--- config.mk ---
export PLATFORM = sky130hd
export DESIGN_NAME = aaops_top
export DESIGN_NICKNAME = d
export VERILOG_FILES = /design/src/verilog/aaops_pkg.sv /design/src/verilog/aaops_alu.sv /design/src/verilog/aaops_top.sv
export SDC_FILE = /design/constraint.sdc
export NUM_CORES = 1
export LEC_CHECK = 0
export BUFFER_PORTS_ARGS = -buffer_cell sky130_fd_sc_hd__buf_2
export CORE_UTILIZATION = 40
export DETAILED_ROUTE_END_ITERATION = 6
export PLACE_DENSITY = 0.66
export SLEW_MARGIN = 20
export SYNTH_ARGS = -nofsm -noshare
export SYNTH_HDL_FRONTEND = slang
export SYNTH_SLANG_ARGS = --single-unit
--- constraint.sdc ---
create_clock -name aclk -period 6.4 [get_ports aclk]
set_input_delay 1.28 -clock aclk [delete_from_list [all_inputs] [get_ports aclk]]
set_output_delay 1.28 -clock aclk [all_outputs]
set_load 0.02 [all_outputs]
--- src/verilog/aaops_pkg.sv ---
// Shared constants for the accumulator add/AND execution block
package aaops_pkg;

    // Data and instruction widths
    localparam int DATA_W = 8;
    localparam int INSTR_W = 14;
    localparam int FADDR_W = 7;
    localparam int AXI_ADDR_W = 4;

    // Register byte offsets on the bus
    localparam logic [3:0] OFS_ACC = 4'h0;
    localparam logic [3:0] OFS_STATUS = 4'h4;
    localparam logic [3:0] OFS_INSTR = 4'h8;
    localparam logic [3:0] OFS_LAST = 4'hc;

    // Reset values
    localparam logic [7:0] ACC_RST = 8'h00;
    localparam logic [2:0] FLAGS_RST = 3'h0;
    localparam logic [13:0] INSTR_RST = 14'h0000;

    // Flag positions inside the status byte
    localparam int FLAG_OVF = 0;
    localparam int FLAG_HOVF = 1;
    localparam int FLAG_NULL = 2;

    // Status register address in the file register space
    localparam logic [6:0] STATUS_FADDR_DEF = 7'h03;

    // Opcode fields, bits 13:8 of the instruction word (bits 13:9 for add immediate)
    localparam logic [4:0] OPC_ADD_IMM = 5'h1f;
    localparam logic [5:0] OPC_AND_IMM = 6'h39;
    localparam logic [5:0] OPC_ADD_OPR = 6'h07;
    localparam logic [5:0] OPC_AND_OPR = 6'h05;

    // Field positions in the instruction word
    localparam int TGT_BIT = 7;

    // Bus responses
    localparam logic [1:0] RESP_OKAY = 2'h0;
    localparam logic [1:0] RESP_SLVERR = 2'h2;

    // Decoded operation, one-hot
    typedef enum logic [4:0] {
        OP_NONE = 5'h01,
        OP_ADD_IMM = 5'h02,
        OP_AND_IMM = 5'h04,
        OP_ADD_OPR = 5'h08,
        OP_AND_OPR = 5'h10
    } aaops_op_t;

endpackage

--- src/verilog/aaops_alu.sv ---
// Eight-bit adder and AND unit with carry, half carry and zero outputs
`timescale 1ns/1ps
`default_nettype none

module aaops_alu (
    // Operands
    input wire logic [7:0] a,
    input wire logic [7:0] b,
    // Select add (1) or AND (0)
    input wire logic do_add,
    // Results
    output logic [7:0] result,
    output logic carry,
    output logic half_carry,
    output logic zero
);

    // Full sum with carry out of bit 7
    wire [8:0] sum9 = {1'b0, a} + {1'b0, b};
    // Low nibble sum with carry out of bit 3
    wire [4:0] sum5 = {1'b0, a[3:0]} + {1'b0, b[3:0]};

    assign result = do_add ? sum9[7:0] : (a & b);
    assign carry = sum9[8];
    assign half_carry = sum5[4];
    assign zero = (result == 8'h00);

endmodule
`default_nettype wire

--- src/verilog/aaops_top.sv ---
// Execution datapath for add/AND with immediate or file register operand
// How it works
// - Add immediate to accumulator, result in accumulator
// - Add immediate updates all three flags, one cycle
// - AND immediate with accumulator into accumulator
// - AND immediate changes only null flag
// - Add file register to accumulator, three flags
// - Add target bit selects accumulator or file
// - AND file register, only null flag changes unless the target is status
// - AND target bit selects accumulator or file
// - Operation flags override data written to status
//
// Register access over AXI4-Lite and the register addresses were chosen for this implementation.
`timescale 1ns/1ps
`default_nettype none

module aaops_top #(
    parameter logic [6:0] STATUS_FADDR = aaops_pkg::STATUS_FADDR_DEF
) (
    // Clock and reset
    input wire logic aclk,
    input wire logic aresetn,
    // Instruction from the decoder
    input wire logic instr_valid,
    input wire logic [13:0] instr_word,
    // File register read port
    output logic [6:0] file_raddr,
    input wire logic [7:0] file_rdata,
    // File register write port
    output logic file_we,
    output logic [6:0] file_waddr,
    output logic [7:0] file_wdata,
    // Core state
    output logic [7:0] acc_out,
    output logic [2:0] flags_out,
    output logic exec_done,
    // AXI4-Lite write address
    input wire logic [3:0] s_axi_awaddr,
    input wire logic [2:0] s_axi_awprot,
    input wire logic s_axi_awvalid,
    output logic s_axi_awready,
    // AXI4-Lite write data
    input wire logic [31:0] s_axi_wdata,
    input wire logic [3:0] s_axi_wstrb,
    input wire logic s_axi_wvalid,
    output logic s_axi_wready,
    // AXI4-Lite write response
    output logic [1:0] s_axi_bresp,
    output logic s_axi_bvalid,
    input wire logic s_axi_bready,
    // AXI4-Lite read address
    input wire logic [3:0] s_axi_araddr,
    input wire logic [2:0] s_axi_arprot,
    input wire logic s_axi_arvalid,
    output logic s_axi_arready,
    // AXI4-Lite read data
    output logic [31:0] s_axi_rdata,
    output logic [1:0] s_axi_rresp,
    output logic s_axi_rvalid,
    input wire logic s_axi_rready
);

    // Classify an instruction word; bit 8 of add immediate is ignored
    function automatic aaops_pkg::aaops_op_t decode_op(input logic [13:0] w);
        aaops_pkg::aaops_op_t op;
        op = aaops_pkg::OP_NONE;
        if (w[13:9] == aaops_pkg::OPC_ADD_IMM)
            op = aaops_pkg::OP_ADD_IMM;
        else if (w[13:8] == aaops_pkg::OPC_AND_IMM)
            op = aaops_pkg::OP_AND_IMM;
        else if (w[13:8] == aaops_pkg::OPC_ADD_OPR)
            op = aaops_pkg::OP_ADD_OPR;
        else if (w[13:8] == aaops_pkg::OPC_AND_OPR)
            op = aaops_pkg::OP_AND_OPR;
        return op;
    endfunction

    // Architectural state
    logic [7:0] acc_r; // Accumulator
    logic [2:0] flags_r; // Null, half overflow, overflow
    logic [13:0] sw_word_r; // Instruction queued by software
    logic pend_r; // Software instruction waiting
    logic [7:0] last_res_r; // Result of the last executed op
    logic [4:0] last_op_r; // One-hot code of the last op
    logic file_we_r;
    logic [6:0] file_waddr_r;
    logic [7:0] file_wdata_r;
    logic exec_done_r;

    // Bus slave state
    logic aw_hold_r;
    logic [3:0] aw_addr_r;
    logic w_hold_r;
    logic [31:0] w_data_r;
    logic [3:0] w_strb_r;
    logic bvalid_r;
    logic [1:0] bresp_r;
    logic rvalid_r;
    logic [31:0] rdata_r;
    logic [1:0] rresp_r;

    // Instruction source: the decoder always wins, software fills idle cycles
    wire exec_go = instr_valid | pend_r;
    wire [13:0] cur_word = instr_valid ? instr_word : sw_word_r;
    aaops_pkg::aaops_op_t cur_op;
    assign cur_op = decode_op(cur_word);

    // Operation class wires
    wire op_add_imm = (cur_op == aaops_pkg::OP_ADD_IMM);
    wire op_and_imm = (cur_op == aaops_pkg::OP_AND_IMM);
    wire op_add_opr = (cur_op == aaops_pkg::OP_ADD_OPR);
    wire op_and_opr = (cur_op == aaops_pkg::OP_AND_OPR);
    wire op_is_add = op_add_imm | op_add_opr;
    wire op_is_opr = op_add_opr | op_and_opr;
    wire op_known = op_is_add | op_and_imm | op_and_opr;
    wire do_exec = exec_go & op_known;

    // Operand address goes straight out so the array answers this cycle
    wire [6:0] opr_addr = cur_word[6:0];
    assign file_raddr = opr_addr;
    wire opr_is_status = (opr_addr == STATUS_FADDR);

    // Status is held here, so its flag bits are patched into the operand
    wire [7:0] opr_val = opr_is_status ? {file_rdata[7:3], flags_r} : file_rdata;

    wire [7:0] b_operand = op_is_opr ? opr_val : cur_word[7:0];

    // Arithmetic unit
    wire [7:0] alu_res;
    wire alu_c;
    wire alu_dc;
    wire alu_z;
    aaops_alu u_alu (
        .a(acc_r),
        .b(b_operand),
        .do_add(op_is_add),
        .result(alu_res),
        .carry(alu_c),
        .half_carry(alu_dc),
        .zero(alu_z)
    );

    wire to_file = op_is_opr & cur_word[aaops_pkg::TGT_BIT];
    wire to_status = to_file & opr_is_status;

    wire new_c = op_is_add ? alu_c :
        (to_status ? alu_res[aaops_pkg::FLAG_OVF] : flags_r[aaops_pkg::FLAG_OVF]);
    wire new_dc = op_is_add ? alu_dc :
        (to_status ? alu_res[aaops_pkg::FLAG_HOVF] : flags_r[aaops_pkg::FLAG_HOVF]);
    wire [2:0] new_flags = {alu_z, new_dc, new_c};

    wire [7:0] file_data_nxt = to_status ? {alu_res[7:3], new_flags} : alu_res;

    // Bus decode
    wire aw_take = s_axi_awvalid & s_axi_awready;
    wire w_take = s_axi_wvalid & s_axi_wready;
    wire wr_fire = aw_hold_r & w_hold_r & ~bvalid_r;
    wire wr_acc = wr_fire & (aw_addr_r == aaops_pkg::OFS_ACC) & w_strb_r[0];
    wire wr_stat = wr_fire & (aw_addr_r == aaops_pkg::OFS_STATUS) & w_strb_r[0];
    wire wr_instr = wr_fire & (aw_addr_r == aaops_pkg::OFS_INSTR);
    wire wr_mapped = (aw_addr_r == aaops_pkg::OFS_ACC) |
        (aw_addr_r == aaops_pkg::OFS_STATUS) | (aw_addr_r == aaops_pkg::OFS_INSTR);
    wire ar_take = s_axi_arvalid & s_axi_arready;
    wire ar_mapped = (s_axi_araddr == aaops_pkg::OFS_ACC) |
        (s_axi_araddr == aaops_pkg::OFS_STATUS) |
        (s_axi_araddr == aaops_pkg::OFS_INSTR) |
        (s_axi_araddr == aaops_pkg::OFS_LAST);

    // Byte-lane merge of the queued instruction word
    wire [13:0] sw_word_merge = {
        w_strb_r[1] ? w_data_r[13:8] : sw_word_r[13:8],
        w_strb_r[0] ? w_data_r[7:0] : sw_word_r[7:0]
    };

    // Read data selection; upper bits read as zero
    wire [31:0] rd_mux =
        (s_axi_araddr == aaops_pkg::OFS_ACC) ? {24'h0, acc_r} :
        (s_axi_araddr == aaops_pkg::OFS_STATUS) ? {29'h0, flags_r} :
        (s_axi_araddr == aaops_pkg::OFS_INSTR) ? {17'h0, pend_r, sw_word_r} :
        (s_axi_araddr == aaops_pkg::OFS_LAST) ? {19'h0, last_op_r, last_res_r} :
        32'h00000000;

    // Next accumulator: an op executing into the accumulator wins over a software write
    // sum into accumulator
    wire [7:0] acc_nxt = (do_exec & ~to_file) ? alu_res :
        (wr_acc ? w_data_r[7:0] : acc_r);

    // Next flags: hardware update wins over a software write
    wire [2:0] flags_nxt = do_exec ? new_flags :
        (wr_stat ? w_data_r[2:0] : flags_r);

    // Software queue: a new write wins over the clear of the same cycle
    wire pend_nxt = wr_instr ? 1'b1 : (pend_r & instr_valid);

    // Accumulator and flags, one cycle per instruction
    always_ff @(posedge aclk)
    begin
        if (!aresetn)
        begin
            acc_r <= aaops_pkg::ACC_RST;
            flags_r <= aaops_pkg::FLAGS_RST;
        end
        else
        begin
            acc_r <= acc_nxt;
            flags_r <= flags_nxt;
        end
    end

    // File write port, registered
    // sum back to file
    always_ff @(posedge aclk)
    begin
        if (!aresetn)
        begin
            file_we_r <= 1'b0;
            file_waddr_r <= 7'h00;
            file_wdata_r <= 8'h00;
        end
        else
        begin
            file_we_r <= do_exec & to_file;
            file_waddr_r <= opr_addr;
            file_wdata_r <= file_data_nxt;
        end
    end

    // Trace of the last executed operation
    always_ff @(posedge aclk)
    begin
        if (!aresetn)
        begin
            last_res_r <= 8'h00;
            last_op_r <= 5'h00;
            exec_done_r <= 1'b0;
        end
        else
        begin
            exec_done_r <= do_exec;
            // Unknown opcodes leave the trace alone
            if (do_exec)
            begin
                last_res_r <= alu_res;
                last_op_r <= cur_op;
            end
        end
    end

    // Software instruction queue, one deep
    always_ff @(posedge aclk)
    begin
        if (!aresetn)
        begin
            sw_word_r <= aaops_pkg::INSTR_RST;
            pend_r <= 1'b0;
        end
        else
        begin
            pend_r <= pend_nxt;
            if (wr_instr)
                sw_word_r <= sw_word_merge;
        end
    end

    // Write address and data holding, taken in either order
    always_ff @(posedge aclk)
    begin
        if (!aresetn)
        begin
            aw_hold_r <= 1'b0;
            aw_addr_r <= 4'h0;
            w_hold_r <= 1'b0;
            w_data_r <= 32'h00000000;
            w_strb_r <= 4'h0;
        end
        else
        begin
            if (aw_take)
            begin
                aw_hold_r <= 1'b1;
                aw_addr_r <= {s_axi_awaddr[3:2], 2'b00};
            end
            else if (wr_fire)
                aw_hold_r <= 1'b0;
            if (w_take)
            begin
                w_hold_r <= 1'b1;
                w_data_r <= s_axi_wdata;
                w_strb_r <= s_axi_wstrb;
            end
            else if (wr_fire)
                w_hold_r <= 1'b0;
        end
    end

    // Write response; unmapped or read-only offsets answer slave error
    always_ff @(posedge aclk)
    begin
        if (!aresetn)
        begin
            bvalid_r <= 1'b0;
            bresp_r <= aaops_pkg::RESP_OKAY;
        end
        else if (wr_fire)
        begin
            bvalid_r <= 1'b1;
            bresp_r <= wr_mapped ? aaops_pkg::RESP_OKAY : aaops_pkg::RESP_SLVERR;
        end
        else if (s_axi_bready)
            bvalid_r <= 1'b0;
    end

    // Read channel, one request at a time
    always_ff @(posedge aclk)
    begin
        if (!aresetn)
        begin
            rvalid_r <= 1'b0;
            rdata_r <= 32'h00000000;
            rresp_r <= aaops_pkg::RESP_OKAY;
        end
        else if (ar_take)
        begin
            rvalid_r <= 1'b1;
            rdata_r <= rd_mux;
            rresp_r <= ar_mapped ? aaops_pkg::RESP_OKAY : aaops_pkg::RESP_SLVERR;
        end
        else if (s_axi_rready)
            rvalid_r <= 1'b0;
    end

    // Ready terms: a held beat blocks a second one until the response
    assign s_axi_awready = ~aw_hold_r & ~bvalid_r;
    assign s_axi_wready = ~w_hold_r & ~bvalid_r;
    assign s_axi_arready = ~rvalid_r;

    // Output drive
    assign s_axi_bvalid = bvalid_r;
    assign s_axi_bresp = bresp_r;
    assign s_axi_rvalid = rvalid_r;
    assign s_axi_rdata = rdata_r;
    assign s_axi_rresp = rresp_r;
    assign file_we = file_we_r;
    assign file_waddr = file_waddr_r;
    assign file_wdata = file_wdata_r;
    assign acc_out = acc_r;
    assign flags_out = flags_r;
    assign exec_done = exec_done_r;

    // Protection bits carry no meaning here
    wire unused_prot = ^{s_axi_awprot, s_axi_arprot, w_data_r[31:14]};

endmodule
`default_nettype wire
* Yosys cells after proc, flatten, opt, wreduce, memory -nomap -nowiden *
Cells that the tools add are included.

storage, ports and cells
  latch bits = 0
  output and inout port bits = 76
  input bits = 80
  flip-flop bits (word level) = 114
  memories kept = 0
  bits in read-only memories = 0
  word-level logic and storage cells = 113
  RAM bits = 0

cells by class
  add/subtract/negate cells = 2
  order comparisons = 0
  shift operators = 0
  bitwise gates (word level) = 34
  multiply operators = 0
  mux-type cells = 31
  equality and inequality tests = 14
  divide/modulo/power cells = 0
  reduce and logical (&&, ||, !) cells = 11

operators with widths
  operator                                       count
  two-way mux 15 bit                             3
  two-way mux 8 bit                              4
  two-way mux 5 bit                              4
  bitwise AND 1 bit                              18
  two-way mux 14 bit                             1
  two-way mux 13 bit                             1
  == test 6 x 3 -> 1 bit, second input constant  2
  two-way mux 1 bit                              12
  two-way mux 3 bit                              4
  nonzero test 2 bit                             6
  == test 5 bit, second input constant           2
  bitwise OR 1 bit                               10
  adder 8 x 8 -> 9 bit                           1
  bitwise AND 8 bit                              1
  == test 4 bit, second input constant           2
  logical NOT 4 bit                              2
  logical NOT 8 bit                              1
  == test 7 x 2 -> 1 bit, second input constant  1
  == test 6 bit, second input constant           1
  adder 4 x 4 -> 5 bit                           1
  == test 5 x 2 -> 1 bit, second input constant  1
  == test 5 x 3 -> 1 bit, second input constant  1
  == test 5 x 4 -> 1 bit, second input constant  1
  NOT 1 bit                                      5
  5 further kinds                                7

* Longest topological paths before layout *
Gate-level depths: netlist of the first run.

  depth after elaboration = 14
  depth in mapped cells = 16
  mapped depth without buffers = 15

* Modules after synthesis *
A second synthesis of the first run with hierarchy kept.

unflattened totals
  cells, all modules = 556
  area total of the unflattened synthesis = 4845.9 µm²

modules (own cells, without submodules)
  module     instances  area each (µm²)  cells an instance  sequential area each (µm²)
  aaops_top  1          4312.9           486                1901.8
  aaops_alu  1          533.0            70                 0.0

* Worst setup path after synthesis of the first run *
OpenSTA, ideal clock, no wires.

  path type = input to register
  start = input port instr_valid
  end = register file_wdata_r[2], in the netlist file_wdata[2]
  arrival = 4912 ps
  path buffers = 1
  cell stages on the path = 15
  setup slack = 1413 ps
  data required time = 6326 ps
  library setup time = 74 ps
  cell sequence = buf_2 mux2i_1 nand4_1 nor2_1 mux2i_1 a31oi_1 ha_1 inv_1 fa_1 nand2b_1 o2bb2ai_1 xnor2_1 or4b_1 or4b_4 a31oi_1

on the way
  cells in the longest elaborated chain, start to end = 13
  elaborated cells between the ends (all ways) = 24
  classes of those cells = add/sub (1); eq/ne (8); mux (9); bitwise (5); reduce/logical (1)

RTL lines
  element                                                           line                                RTL
  start: declaration                                                aaops_top.sv:24                     input wire logic instr_valid,
  two-way mux 14 bit (*)                                            aaops_top.sv:104                    wire [13:0] cur_word = instr_valid ? instr_word : sw_word_r;
  == test 6 x 3 -> 1 bit                                            aaops_top.sv:73                     else if (w[13:8] == aaops_pkg::OPC_AND_OPR)
  two-way mux 5 bit                                                 aaops_top.sv:73
  two-way mux 5 bit                                                 aaops_top.sv:71                     else if (w[13:8] == aaops_pkg::OPC_ADD_OPR)
  two-way mux 5 bit                                                 aaops_top.sv:69                     else if (w[13:8] == aaops_pkg::OPC_AND_IMM)
  two-way mux 5 bit                                                 aaops_top.sv:67                     if (w[13:9] == aaops_pkg::OPC_ADD_IMM)
  == test 5 x 4 -> 1 bit / == test 5 bit (equally long branches)    aaops_top.sv:111, aaops_top.sv:112
  bitwise OR 1 bit                                                  aaops_top.sv:114                    wire op_is_opr = op_add_opr | op_and_opr;
  two-way mux 8 bit                                                 aaops_top.sv:126                    wire [7:0] b_operand = op_is_opr ? opr_val : cur_word[7:0];
  adder 8 x 8 -> 9 bit / bitwise AND 8 bit (equally long branches)  aaops_alu.sv:19, aaops_alu.sv:23
  two-way mux 8 bit                                                 aaops_alu.sv:23                     assign result = do_add ? sum9[7:0] : (a & b);
  logical NOT 8 bit                                                 aaops_alu.sv:26                     assign zero = (result == 8'h00);
  two-way mux 3 bit (*)                                             aaops_top.sv:152                    wire [7:0] file_data_nxt = to_status ? {alu_res[7:3], new_flags} : alu_res;
  end signal: assignment                                            aaops_top.sv:224                    file_wdata_r <= file_data_nxt;
  end: declaration                                                  aaops_top.sv:87                     logic [7:0] file_wdata_r;

Mark *: on every way between the ends. The rest lies on a longest branch, timed or not.
A chain may end at the register's enable or synchronous reset.

* Final worst setup path of the first run *
  start = input port instr_valid
  end = register flags_r[2], in the netlist flags_out[2]

on the way
  cells in the longest elaborated chain, start to end = 13
  elaborated cells between the ends (all ways) = 28
  classes of those cells = add/sub (1); eq/ne (9); mux (9); bitwise (7); reduce/logical (2)

RTL lines
  element                                                           line                                RTL
  two-way mux 14 bit                                                aaops_top.sv:104
  == test 6 x 3 -> 1 bit                                            aaops_top.sv:73
  two-way mux 5 bit                                                 aaops_top.sv:73
  two-way mux 5 bit                                                 aaops_top.sv:71
  two-way mux 5 bit                                                 aaops_top.sv:69
  two-way mux 5 bit                                                 aaops_top.sv:67
  == test 5 x 4 -> 1 bit / == test 5 bit (equally long branches)    aaops_top.sv:111, aaops_top.sv:112
  bitwise OR 1 bit                                                  aaops_top.sv:114
  two-way mux 8 bit                                                 aaops_top.sv:126
  adder 8 x 8 -> 9 bit / bitwise AND 8 bit (equally long branches)  aaops_alu.sv:19, aaops_alu.sv:23
  two-way mux 8 bit                                                 aaops_alu.sv:23
  logical NOT 8 bit                                                 aaops_alu.sv:26
  two-way mux 3 bit                                                 aaops_top.sv:189                    wire [2:0] flags_nxt = do_exec ? new_flags :
  end signal: assignment                                            aaops_top.sv:201                    flags_r <= aaops_pkg::FLAGS_RST;
  end signal: assignment                                            aaops_top.sv:206                    flags_r <= flags_nxt;
  end: declaration                                                  aaops_top.sv:80                     logic [2:0] flags_r;

Several ways; a longest one is shown, not always the timed one.

==> flow_metrics.env, run 1 <==
export IMPL_dp_final_hpwl_um=9830
export IMPL_cts_tree="yes"
export IMPL_maxSlewViolCount=0
export IMPL_drive_gt1_frac=0.245
export IMPL_routed_wl_met2_um=5830
export IMPL_gp_congestion=0.947
export IMPL_ant_nets=0
export IMPL_hold_start="s_axi_rdata[13]"
export IMPL_via_per_inst=5.40
export IMPL_htree_levels=3
export IMPL_drt_wl_total_um=13500
export IMPL_die_x_um=110
export IMPL_wl_met1_um=6340
export IMPL_vdd_drop_max_uv=126
export IMPL_setup_viol=0
export IMPL_yosys_most_used_dff="dfxtp_1"
export IMPL_hold_ws_ps=454
export IMPL_drc=0
export IMPL_hold_viol_final=0
export IMPL_leakagePower_nw=2.40
export IMPL_rr_startpoint="sw_word_r[3]"
export IMPL_endpoint_kind="flip-flop"
export IMPL_hold_buffers=0
export IMPL_worst_slew_pin_slew_ps=908
export IMPL_worst_r2r_path_depth=14
export IMPL_syn_inst=552
export IMPL_cts_num_sinks=95
export IMPL_synth_cell_types=56
export IMPL_routedWlPerCell_um=17.0
export IMPL_synth_edf_count=0
export IMPL_yosys_area_top_type="dfxtp_1"
export IMPL_maxClockFrequency_mhz=187
export IMPL_netlist_area_sq_um=4690
export IMPL_cts_setup_buffers=0
export IMPL_clk_pin_slew_ps=70
export IMPL_syn_area_per_cell_sq_um=8.50
export IMPL_synth_most_common_cell="dfxtp_1"
export IMPL_core_sq_um=11400
export IMPL_nets=734
export IMPL_dr_pass1_iters=5
export IMPL_num_vias=4279
export IMPL_worstHoldPathCells=2
export IMPL_nFillCells=1131
export IMPL_grt_pass1_vias=3883
export IMPL_critical_path_class="in -> reg"
export IMPL_setup_worst_path_start_class="primary input"
export IMPL_clock_skew_ps=10.9
export IMPL_power_density_nw_per_um2=244
export IMPL_arrival_ps=5610
export IMPL_slew_limit_headroom=0.390
export IMPL_ioPinCount=156
export IMPL_die_area_sq_um=12200
export IMPL_drtIter0Drc=376
export IMPL_grt_max_degree=67
export IMPL_required_ps=6680
export IMPL_rsz0062_at_grt="false"
export IMPL_synthArstFlopShare=0
export IMPL_period_share=0.834
export IMPL_numPortBuffers=108
export IMPL_fp_row_count=39
export IMPL_critical_path_max_fanout=21
export IMPL_antenna_found_initial=0
export IMPL_route_top_layer_used="met4"
export IMPL_yosys_top_cells_count="95 x dfxtp_1, 71 x nand2_1, 61 x a21oi_1, 58 x nor2_1, 30 x mux2i_1"
export IMPL_min_path_type="reg -> reg"
export IMPL_cts_resized=0
export IMPL_grt_ovfl_total=0
export IMPL_yosys_warnings=0
export IMPL_clk_path_buf_depth=2
export IMPL_n_antenna_cell=0
export IMPL_ys_top_cells_by_area="dfxtp_1 41%, a21oi_1 6.5%, mux2i_1 6.4%, nand2_1 5.7%, nor2_1 4.6%"
export IMPL_cts_root_buffer="clkbuf_16"
export IMPL_start_util=0.411
export IMPL_cp_startpoint="instr_valid"
export IMPL_synth_seq_cells=95
export IMPL_post_route_min_period_ps=5340
export IMPL_grt_pass1_wl_um=20500
export IMPL_cap_violations=0
export IMPL_cts_buffers=9
export IMPL_yosysSeqAreaShare=0.405
export IMPL_outcome="completed"
export IMPL_die_h_um=110
export IMPL_clk_latency_ps=350
export IMPL_grt_usage=0.227
export IMPL_synthToLayoutAreaGrowth_pct=19.0
export IMPL_yosys_area_top_type_share=0.405
export IMPL_finalSetupTns_ps=0
export IMPL_wl_met3_um=889
registers in the layout (all words and copies together), names as in the netlist:
register and count:
w_strb_r 2, last_op_r 5, w_data_r 14, sw_word_r 14
flags_out 3, aw_hold_r 1, exec_done 1, last_res_r 8
file_we 1, s_axi_rresp 1, aw_addr_r 2, acc_out 8
s_axi_bvalid 1, pend_r 1, s_axi_rvalid 1, w_hold_r 1
file_wdata 8, s_axi_bresp 1, file_waddr 7, s_axi_rdata 15
power breakdown:
group,internal (mW),leakage [nW],switching [mW]
clock,0.350,0.160,0.254
sequential,0.605,0.770,0.0133
combinational,0.0475,1.47,0.0904
total,1.00,2.40,0.358
layout by cell type, fill, tap and decap left out, types with 4 or more instances in the layout:
cell / Yosys / layout
dfxtp_1: 95 / 95
nand2b_1: 4 / 4
mux2_2: 17 / 17
o21ai_0: 16 / 16
nor2_1: 58 / 58
buf_4: 19 / 5
conb_1: 1 / 19
a21oi_1: 61 / 61
buf_2: 6 / 108
nand2_1: 71 / 71
mux2i_1: 30 / 30
ha_1: 9 / 9
a22oi_1: 9 / 9
nand3_1: 25 / 25
inv_1: 13 / 13
nor2b_1: 4 / 4
and2_1: 6 / 6
clkbuf_16: 0 / 9
nor3_1: 11 / 11
a211oi_1: 17 / 17
xnor2_1: 4 / 4
stage by stage:
stage / setup WS [ps] / std cells / utilization / total power, mW / cell area, sq um
final: 1060 / 792 / 0.489 / 1.36 / 5580
after global routing: 903 / 792 / 0.489 / 1.40 / 5580
after CTS: 1140 / 792 / 0.489 / 1.36 / 5580
after detailed placement: 803 / 776 / 0.460 / 0.769 / 5260
after global placement: 786 / 776 / 0.460 / 0.767 / 5260
after floorplan: 1410 / 570 / - / 0.730 / 4760
path summary, 6_finish.rpt:
path	end	slack (ps)
setup reg to reg	flags_out[2]	2160
setup / recovery	flags_out[2]	1060
hold / removal	s_axi_rdata[13]	450
hold reg to reg	s_axi_rdata[13]	450
worst max-delay path, cell delays in order:
cell       delay [ps]
buf_2             350
mux2i_1           550
nand4_1           250
nor2_1            230
mux2i_1           100
a31oi_1           180
ha_1              280
inv_1             120
fa_1              440
nand2b_1          180
o2bb2ai_1         190
xnor2_1           180
or4b_1            550
or4b_4            540
a31oi_1           170
metal layers:
layer,vias to the layer above,GRT usage
li1,2089,-
met1,1979,0.317
met2,187,0.338
met3,24,0.0406
met4,0,0.105
met5,-,0
kinds of logic after synthesis:
logic type                 synth area share
xor gates and xnor gates            0.00746
buffers and inverters                0.0680
other                              0.000799
and+or+nand+nor                       0.197
DFF                                   0.405
muxes                                 0.119
AOI/OAI and AO/OA                     0.174
adders and majority gates            0.0283
layout make-up:
class | count | area [sq um] | area share
Timing Repair Buffer | 113 | 578 | 0.104
Clock buffer | 10 | 229 | 0.0410
Inverter | 14 | 52.6 | 0.00941
Clock inverter | 6 | 97.6 | 0.0175
Tap cell | 143 | 179 | 0.0320
Multi-Input combinational cell | 411 | 2540 | 0.456
Sequential cell | 95 | 1900 | 0.341
Note: power is estimated with default switching activity, not from simulation.
==> inputs of run 2 (changes only) <==
- PLACE_DENSITY: 0.66 -> 0.68
- clock period: 6.4 -> 4.8 ns (I/O delays scaled with it)
==> flow_metrics.env, run 2 (synthesis gave the netlist of run 1 again) <==
export IMPL_outcome="completed"
export IMPL_endpoint_kind="flip-flop"
export IMPL_maxClockFrequency_mhz=225
export IMPL_die_h_um=110
export IMPL_grt_ovfl_total=0
export IMPL_worst_slew_pin_slew_ps=1070
export IMPL_vdd_drop_max_uv=266
export IMPL_die_x_um=110
export IMPL_maxSlewViolCount=0
export IMPL_required_ps=5070
export IMPL_core_sq_um=11400
export IMPL_fp_row_count=39
export IMPL_cts_root_buffer="clkbuf_16"
export IMPL_drc=0
export IMPL_drtIter0Drc=270
export IMPL_critical_path_max_fanout=14
export IMPL_arrival_ps=4710
export IMPL_period_share=0.925
export IMPL_htree_levels=3
export IMPL_numPortBuffers=108
export IMPL_clk_path_buf_depth=2
export IMPL_post_route_min_period_ps=4440
export IMPL_num_vias=4357
export IMPL_largest_register_ffs=15
export IMPL_final_common_cell="buf_2"
export IMPL_die_area_sq_um=12200
export IMPL_dp_final_hpwl_um=10300
export IMPL_clk_pin_slew_ps=60
export IMPL_slew_limit_headroom=0.286
export IMPL_antenna_found_initial=0
export IMPL_drt_wl_total_um=13800
export IMPL_cts_tree="yes"
export IMPL_leakagePower_nw=2.45
export IMPL_hold_viol_final=0
export IMPL_cts_resized=0
export IMPL_fin_util=0.496
export IMPL_power_density_nw_per_um2=313
export IMPL_clock_skew_ps=10.5
export IMPL_rsz0062_at_grt="false"
export IMPL_ioPinCount=156
export IMPL_clk_latency_ps=350
export IMPL_drive_gt1_frac=0.259
export IMPL_synthToLayoutAreaGrowth_pct=20.7
export IMPL_grt_usage=0.236
export IMPL_ant_nets=0
export IMPL_start_util=0.411
export IMPL_nets=747
export IMPL_routedWlPerCell_um=17.1
export IMPL_grt_max_degree=60
export IMPL_grt_pass1_vias=3930
export IMPL_setup_worst_path_start_class="primary input"
export IMPL_n_antenna_cell=0
export IMPL_min_path_type="reg -> reg"
export IMPL_critical_path_class="in -> reg"
export IMPL_cap_violations=0
export IMPL_setup_viol=0
export IMPL_via_per_inst=5.42
export IMPL_dr_pass1_iters=5
export IMPL_layout_common_cells="108 x buf_2, 95 x dfxtp_1, 71 x nand2_1"
export IMPL_hold_buffers=0
export IMPL_cts_num_sinks=95
export IMPL_gp_congestion=0.951
export IMPL_grt_pass1_wl_um=21100
export IMPL_cts_buffers=9
export IMPL_cts_setup_buffers=0
export IMPL_finalSetupTns_ps=0
-- run 2: cell count changes in the layout (fill, tap and decap cells not counted) --
cell,previous run,this run
inv_8,1,0
buf_4,5,18
inv_6,3,0
clkinv_2,0,2
clkbuf_8,0,1
-- run 2: power by group --
| part | internal (mW) | leakage [nW] | switching [mW] |
|---|---|---|---|
| clock | 0.466 | 0.155 | 0.292 |
| sequential | 0.807 | 0.770 | 0.0179 |
| combinational | 0.0680 | 1.53 | 0.123 |
| total | 1.34 | 2.45 | 0.433 |
-- run 2: cell type report --
cell class	count	area (sq um)
Sequential cell	95	1900
Timing Repair Buffer	126	676
Clock buffer	11	243
Fill cell	1083	5750
Tap cell	143	179
Multi-Input combinational cell	411	2540
Clock inverter	4	70.1
Inverter	14	52.6
-- run 2: stage by stage --
step,power (mW),hold slack (ps),cell area (sq um),cells,worst slack [ps]
2_1_floorplan,0.973,432,4760,570,133
3_3_place_gp,1.03,442,5350,789,24.6
3_5_place_dp,1.03,445,5350,789,42.6
4_1_cts,1.79,453,5670,804,392
5_1_grt,1.85,479,5670,804,177
6_report,1.77,450,5670,804,360
-- run 2: critical path: stages --
cell,delay (ps)
buf_2,290
mux2i_1,270
o21ai_0,120
buf_4,160
nor2_1,160
mux2i_1,100
a31oi_1,200
ha_1,190
inv_1,80
fa_1,420
nand2b_1,180
o2bb2ai_1,160
xnor2_1,160
or4b_1,550
or4b_4,540
a31oi_1,160
-- run 2: worst paths after layout --
kind              depth (start not counted)  slack, ps            start              end
setup / recovery                         16        360      instr_valid     flags_out[2]
hold / removal                            2        450  s_axi_rdata[13]  s_axi_rdata[13]
setup reg to reg                         13        880    sw_word_r[12]     flags_out[2]
hold reg to reg                           2        450  s_axi_rdata[13]  s_axi_rdata[13]
-- run 2: routing by layer --
| metal | global-route usage | share of wire |
|---|---|---|
| met5 | 0 | 0 |
| met1 | 0.319 | 0.46 |
| met3 | 0.0588 | 0.063 |
| met2 | 0.362 | 0.44 |
| met4 | 0.0846 | 0.030 |
==> inputs of run 3 (changes only) <==
- SYNTH_HIERARCHICAL: not set -> 1
==> flow_metrics.env, run 3 <==
export IMPL_yosys_most_used_dff="dfxtp_1"
export IMPL_yosys_area_top_type="dfxtp_1"
export IMPL_worstPathCellList="buf_2 -> mux2_2 -> a211o_1 -> nor2_1 -> mux2i_1 -> mux2i_1 -> ha_1 -> a211o_1 -> a21o_1 -> a311o_2 -> o211ai_1 -> buf_4 -> a211oi_1 -> a211oi_1"
export IMPL_crit_slowest_cell="mux2_2"
export IMPL_synthAdderAreaFrac=0.0232
export IMPL_switchingPower_mw=0.474
export IMPL_yosys_warnings=6
export IMPL_fp_row_count=39
export IMPL_synth_seq_cells=95
export IMPL_dr_pass1_iters=7
export IMPL_num_vias=4425
export IMPL_dp_final_hpwl_um=9930
export IMPL_start_util=0.417
export IMPL_vdd_drop_max_uv=157
export IMPL_maxSlewViolCount=0
export IMPL_outcome="finished with violations"
export IMPL_nets=750
export IMPL_power_mw=1.72
export IMPL_setup_slack_ps=422
export IMPL_antenna_found_initial=0
export IMPL_critical_path_max_fanout=22
export IMPL_die_h_um=112
export IMPL_synth_most_common_cell="dfxtp_1"
export IMPL_grt_pass1_wl_um=20900
export IMPL_synthToLayoutAreaGrowth_pct=19.8
export IMPL_grt_max_degree=49
export IMPL_placed_cell_area_sq_um=5500
export IMPL_die_x_um=112
export IMPL_rsz0062_at_grt="false"
export IMPL_swShare=0.275
export IMPL_yosysSeqAreaShare=0.392
export IMPL_cpPeakStageDelay_ps=400
export IMPL_n_antenna_cell=0
export IMPL_endpoint_kind="flip-flop"
export IMPL_layout_common_cells="108 x buf_2, 95 x dfxtp_1, 55 x nor2_1"
export IMPL_die_area_sq_um=12600
export IMPL_synth_top_family_by_area="simple AND/OR/NAND/NOR gates"
export IMPL_clk_path_buf_depth=2
export IMPL_maxClockFrequency_mhz=228
export IMPL_rr_startpoint="sw_word_r[1]"
export IMPL_fin_util=0.500
export IMPL_hold_buffers=0
export IMPL_drtIter0Drc=355
export IMPL_period_share=0.912
export IMPL_ant_nets=0
export IMPL_critical_path_class="in -> reg"
export IMPL_synth_cell_types=60
export IMPL_cts_root_buffer="clkbuf_16"
export IMPL_syn_area_per_cell_sq_um=8.72
export IMPL_required_ps=5060
export IMPL_p_clk_frac=0.418
export IMPL_cts_resized=0
export IMPL_cts_tree="yes"
export IMPL_power_density_nw_per_um2=297
export IMPL_nFillCells=1137
export IMPL_leakagePower_nw=2.68
export IMPL_drt_wl_total_um=13200
export IMPL_ys_top_cells_by_area="dfxtp_1 39%, mux2i_1 10%, a21oi_1 4.6%, nor2_1 4.3%, nand2_1 4.2%"
export IMPL_cap_violations=0
export IMPL_grt_pass1_vias=4011
export IMPL_pre_cts_ws_ps=131
export IMPL_hold_viol_final=0
export IMPL_via_per_inst=5.47
export IMPL_routedWlPerCell_um=16.3
export IMPL_synthArstFlopShare=0
export IMPL_ioPinCount=156
export IMPL_arrival_ps=4630
export IMPL_final_common_cell="buf_2"
export IMPL_htree_levels=3
export IMPL_finalSetupTns_ps=0
export IMPL_violations="design-rule violations"
export IMPL_cp_startpoint="instr_valid"
export IMPL_syn_inst=556
export IMPL_setup_worst_path_start_class="primary input"
export IMPL_clk_latency_ps=350
export IMPL_clock_skew_ps=8.07
export IMPL_slew_limit_headroom=0.381
export IMPL_yosys_top_cells_count="95 x dfxtp_1, 55 x nor2_1, 54 x nand2_1, 50 x mux2i_1, 45 x a21oi_1"
export IMPL_p_seq_frac=0.476
export IMPL_drive_gt1_frac=0.246
export IMPL_yosys_area_share_simple=0.186
export IMPL_post_route_min_period_ps=4380
export IMPL_p_int_mw=1.25
export IMPL_setup_viol=0
export IMPL_drc=6
export IMPL_cts_buffers=9
export IMPL_worst_slew_pin_slew_ps=922
export IMPL_grt_ovfl_total=0
export IMPL_cts_num_sinks=95
export IMPL_numPortBuffers=108
export IMPL_netlist_area_sq_um=4850
export IMPL_min_path_type="reg -> reg"
export IMPL_grt_usage=0.212
export IMPL_clk_pin_slew_ps=70
export IMPL_crit_buf_inv=2
export IMPL_fin_area_sq_um=5800
export IMPL_largest_register_ffs=15
export IMPL_combPwrFrac=0.106
export IMPL_synth_compound_area_share=0.186
export IMPL_hold_start="s_axi_rdata[13]"
export IMPL_yosys_mux_area_fraction=0.138
export IMPL_core_sq_um=11600
export IMPL_synth_xor_area_frac=0.00542
export IMPL_synth_edf_count=0
export IMPL_gp_congestion=0.881
export IMPL_yosys_area_top_type_share=0.392
export IMPL_worst_path_dominant_cell_family="compound AO/OA/AOI/OAI gates"
export IMPL_cts_setup_buffers=0
-- run 3: cell types whose count changed after synthesis, moves of 4 or more --
cell / previous run / this run
a211o_1: 0 / 4
a211oi_1: 17 / 21
a21oi_1: 61 / 45
mux2_2: 17 / 9
mux2i_1: 30 / 50
nand2_1: 71 / 54
o21ai_0: 16 / 20
-- run 3: path summary, 6_finish.rpt --
kind,to,slack [ps],cells past startpoint
max reg2reg,acc_out[7],950,13
min reg2reg,s_axi_rdata[13],460,2
min,s_axi_rdata[13],460,2
max,acc_out[7],420,14
-- run 3: routing by layer --
metal / up-vias / share of wire / global-route usage
met5: - / 0 / 0
met4: 0 / 0.024 / 0.0844
met3: 24 / 0.070 / 0.0464
met2: 168 / 0.45 / 0.334
met1: 2057 / 0.45 / 0.282
li1: 2176 / - / -
-- run 3: through the flow --
step	std cells	hold slack [ps]
2_1_floorplan	574	436
3_3_place_gp	793	446
3_5_place_dp	793	453
4_1_cts	809	463
5_1_grt	809	478
6_report	809	460
-- run 3: area by class of cell --
class / instances / area [sq um] / area share
Multi-Input combinational cell: 415 / 2680 / 0.462
Sequential cell: 95 / 1900 / 0.328
Timing Repair Buffer: 126 / 688 / 0.119
Clock buffer: 10 / 239 / 0.0412
Tap cell: 143 / 179 / 0.0308
Clock inverter: 6 / 61.3 / 0.0106
Inverter: 14 / 52.6 / 0.00906
-- run 3: cells by family after synthesis --
kind of cell,Yosys count
multiplexers,62
XOR/XNOR,3
AO/OA/AOI/OAI,139
buffers and inverters,64
flip-flops,95
other,1
adder cells (fa/ha/maj),9
AND/OR/NAND/NOR,183
-- run 3: worst min-delay path, stage by stage (launching register included) --
cell     delay (ps)
dfxtp_1         310
nand2_1          50
a21oi_1          50
-- run 3: power groups by stage --
| stage | logic [mW] | clock network [mW] | registers (mW) |
|---|---|---|---|
| after global placement | 0.178 | 0 | 0.838 |
| after CTS | 0.182 | 0.735 | 0.820 |
| after floorplan | 0.126 | 0 | 0.842 |
| after detailed placement | 0.182 | 0 | 0.839 |
| after global routing | 0.200 | 0.769 | 0.823 |
| final | 0.182 | 0.722 | 0.821 |
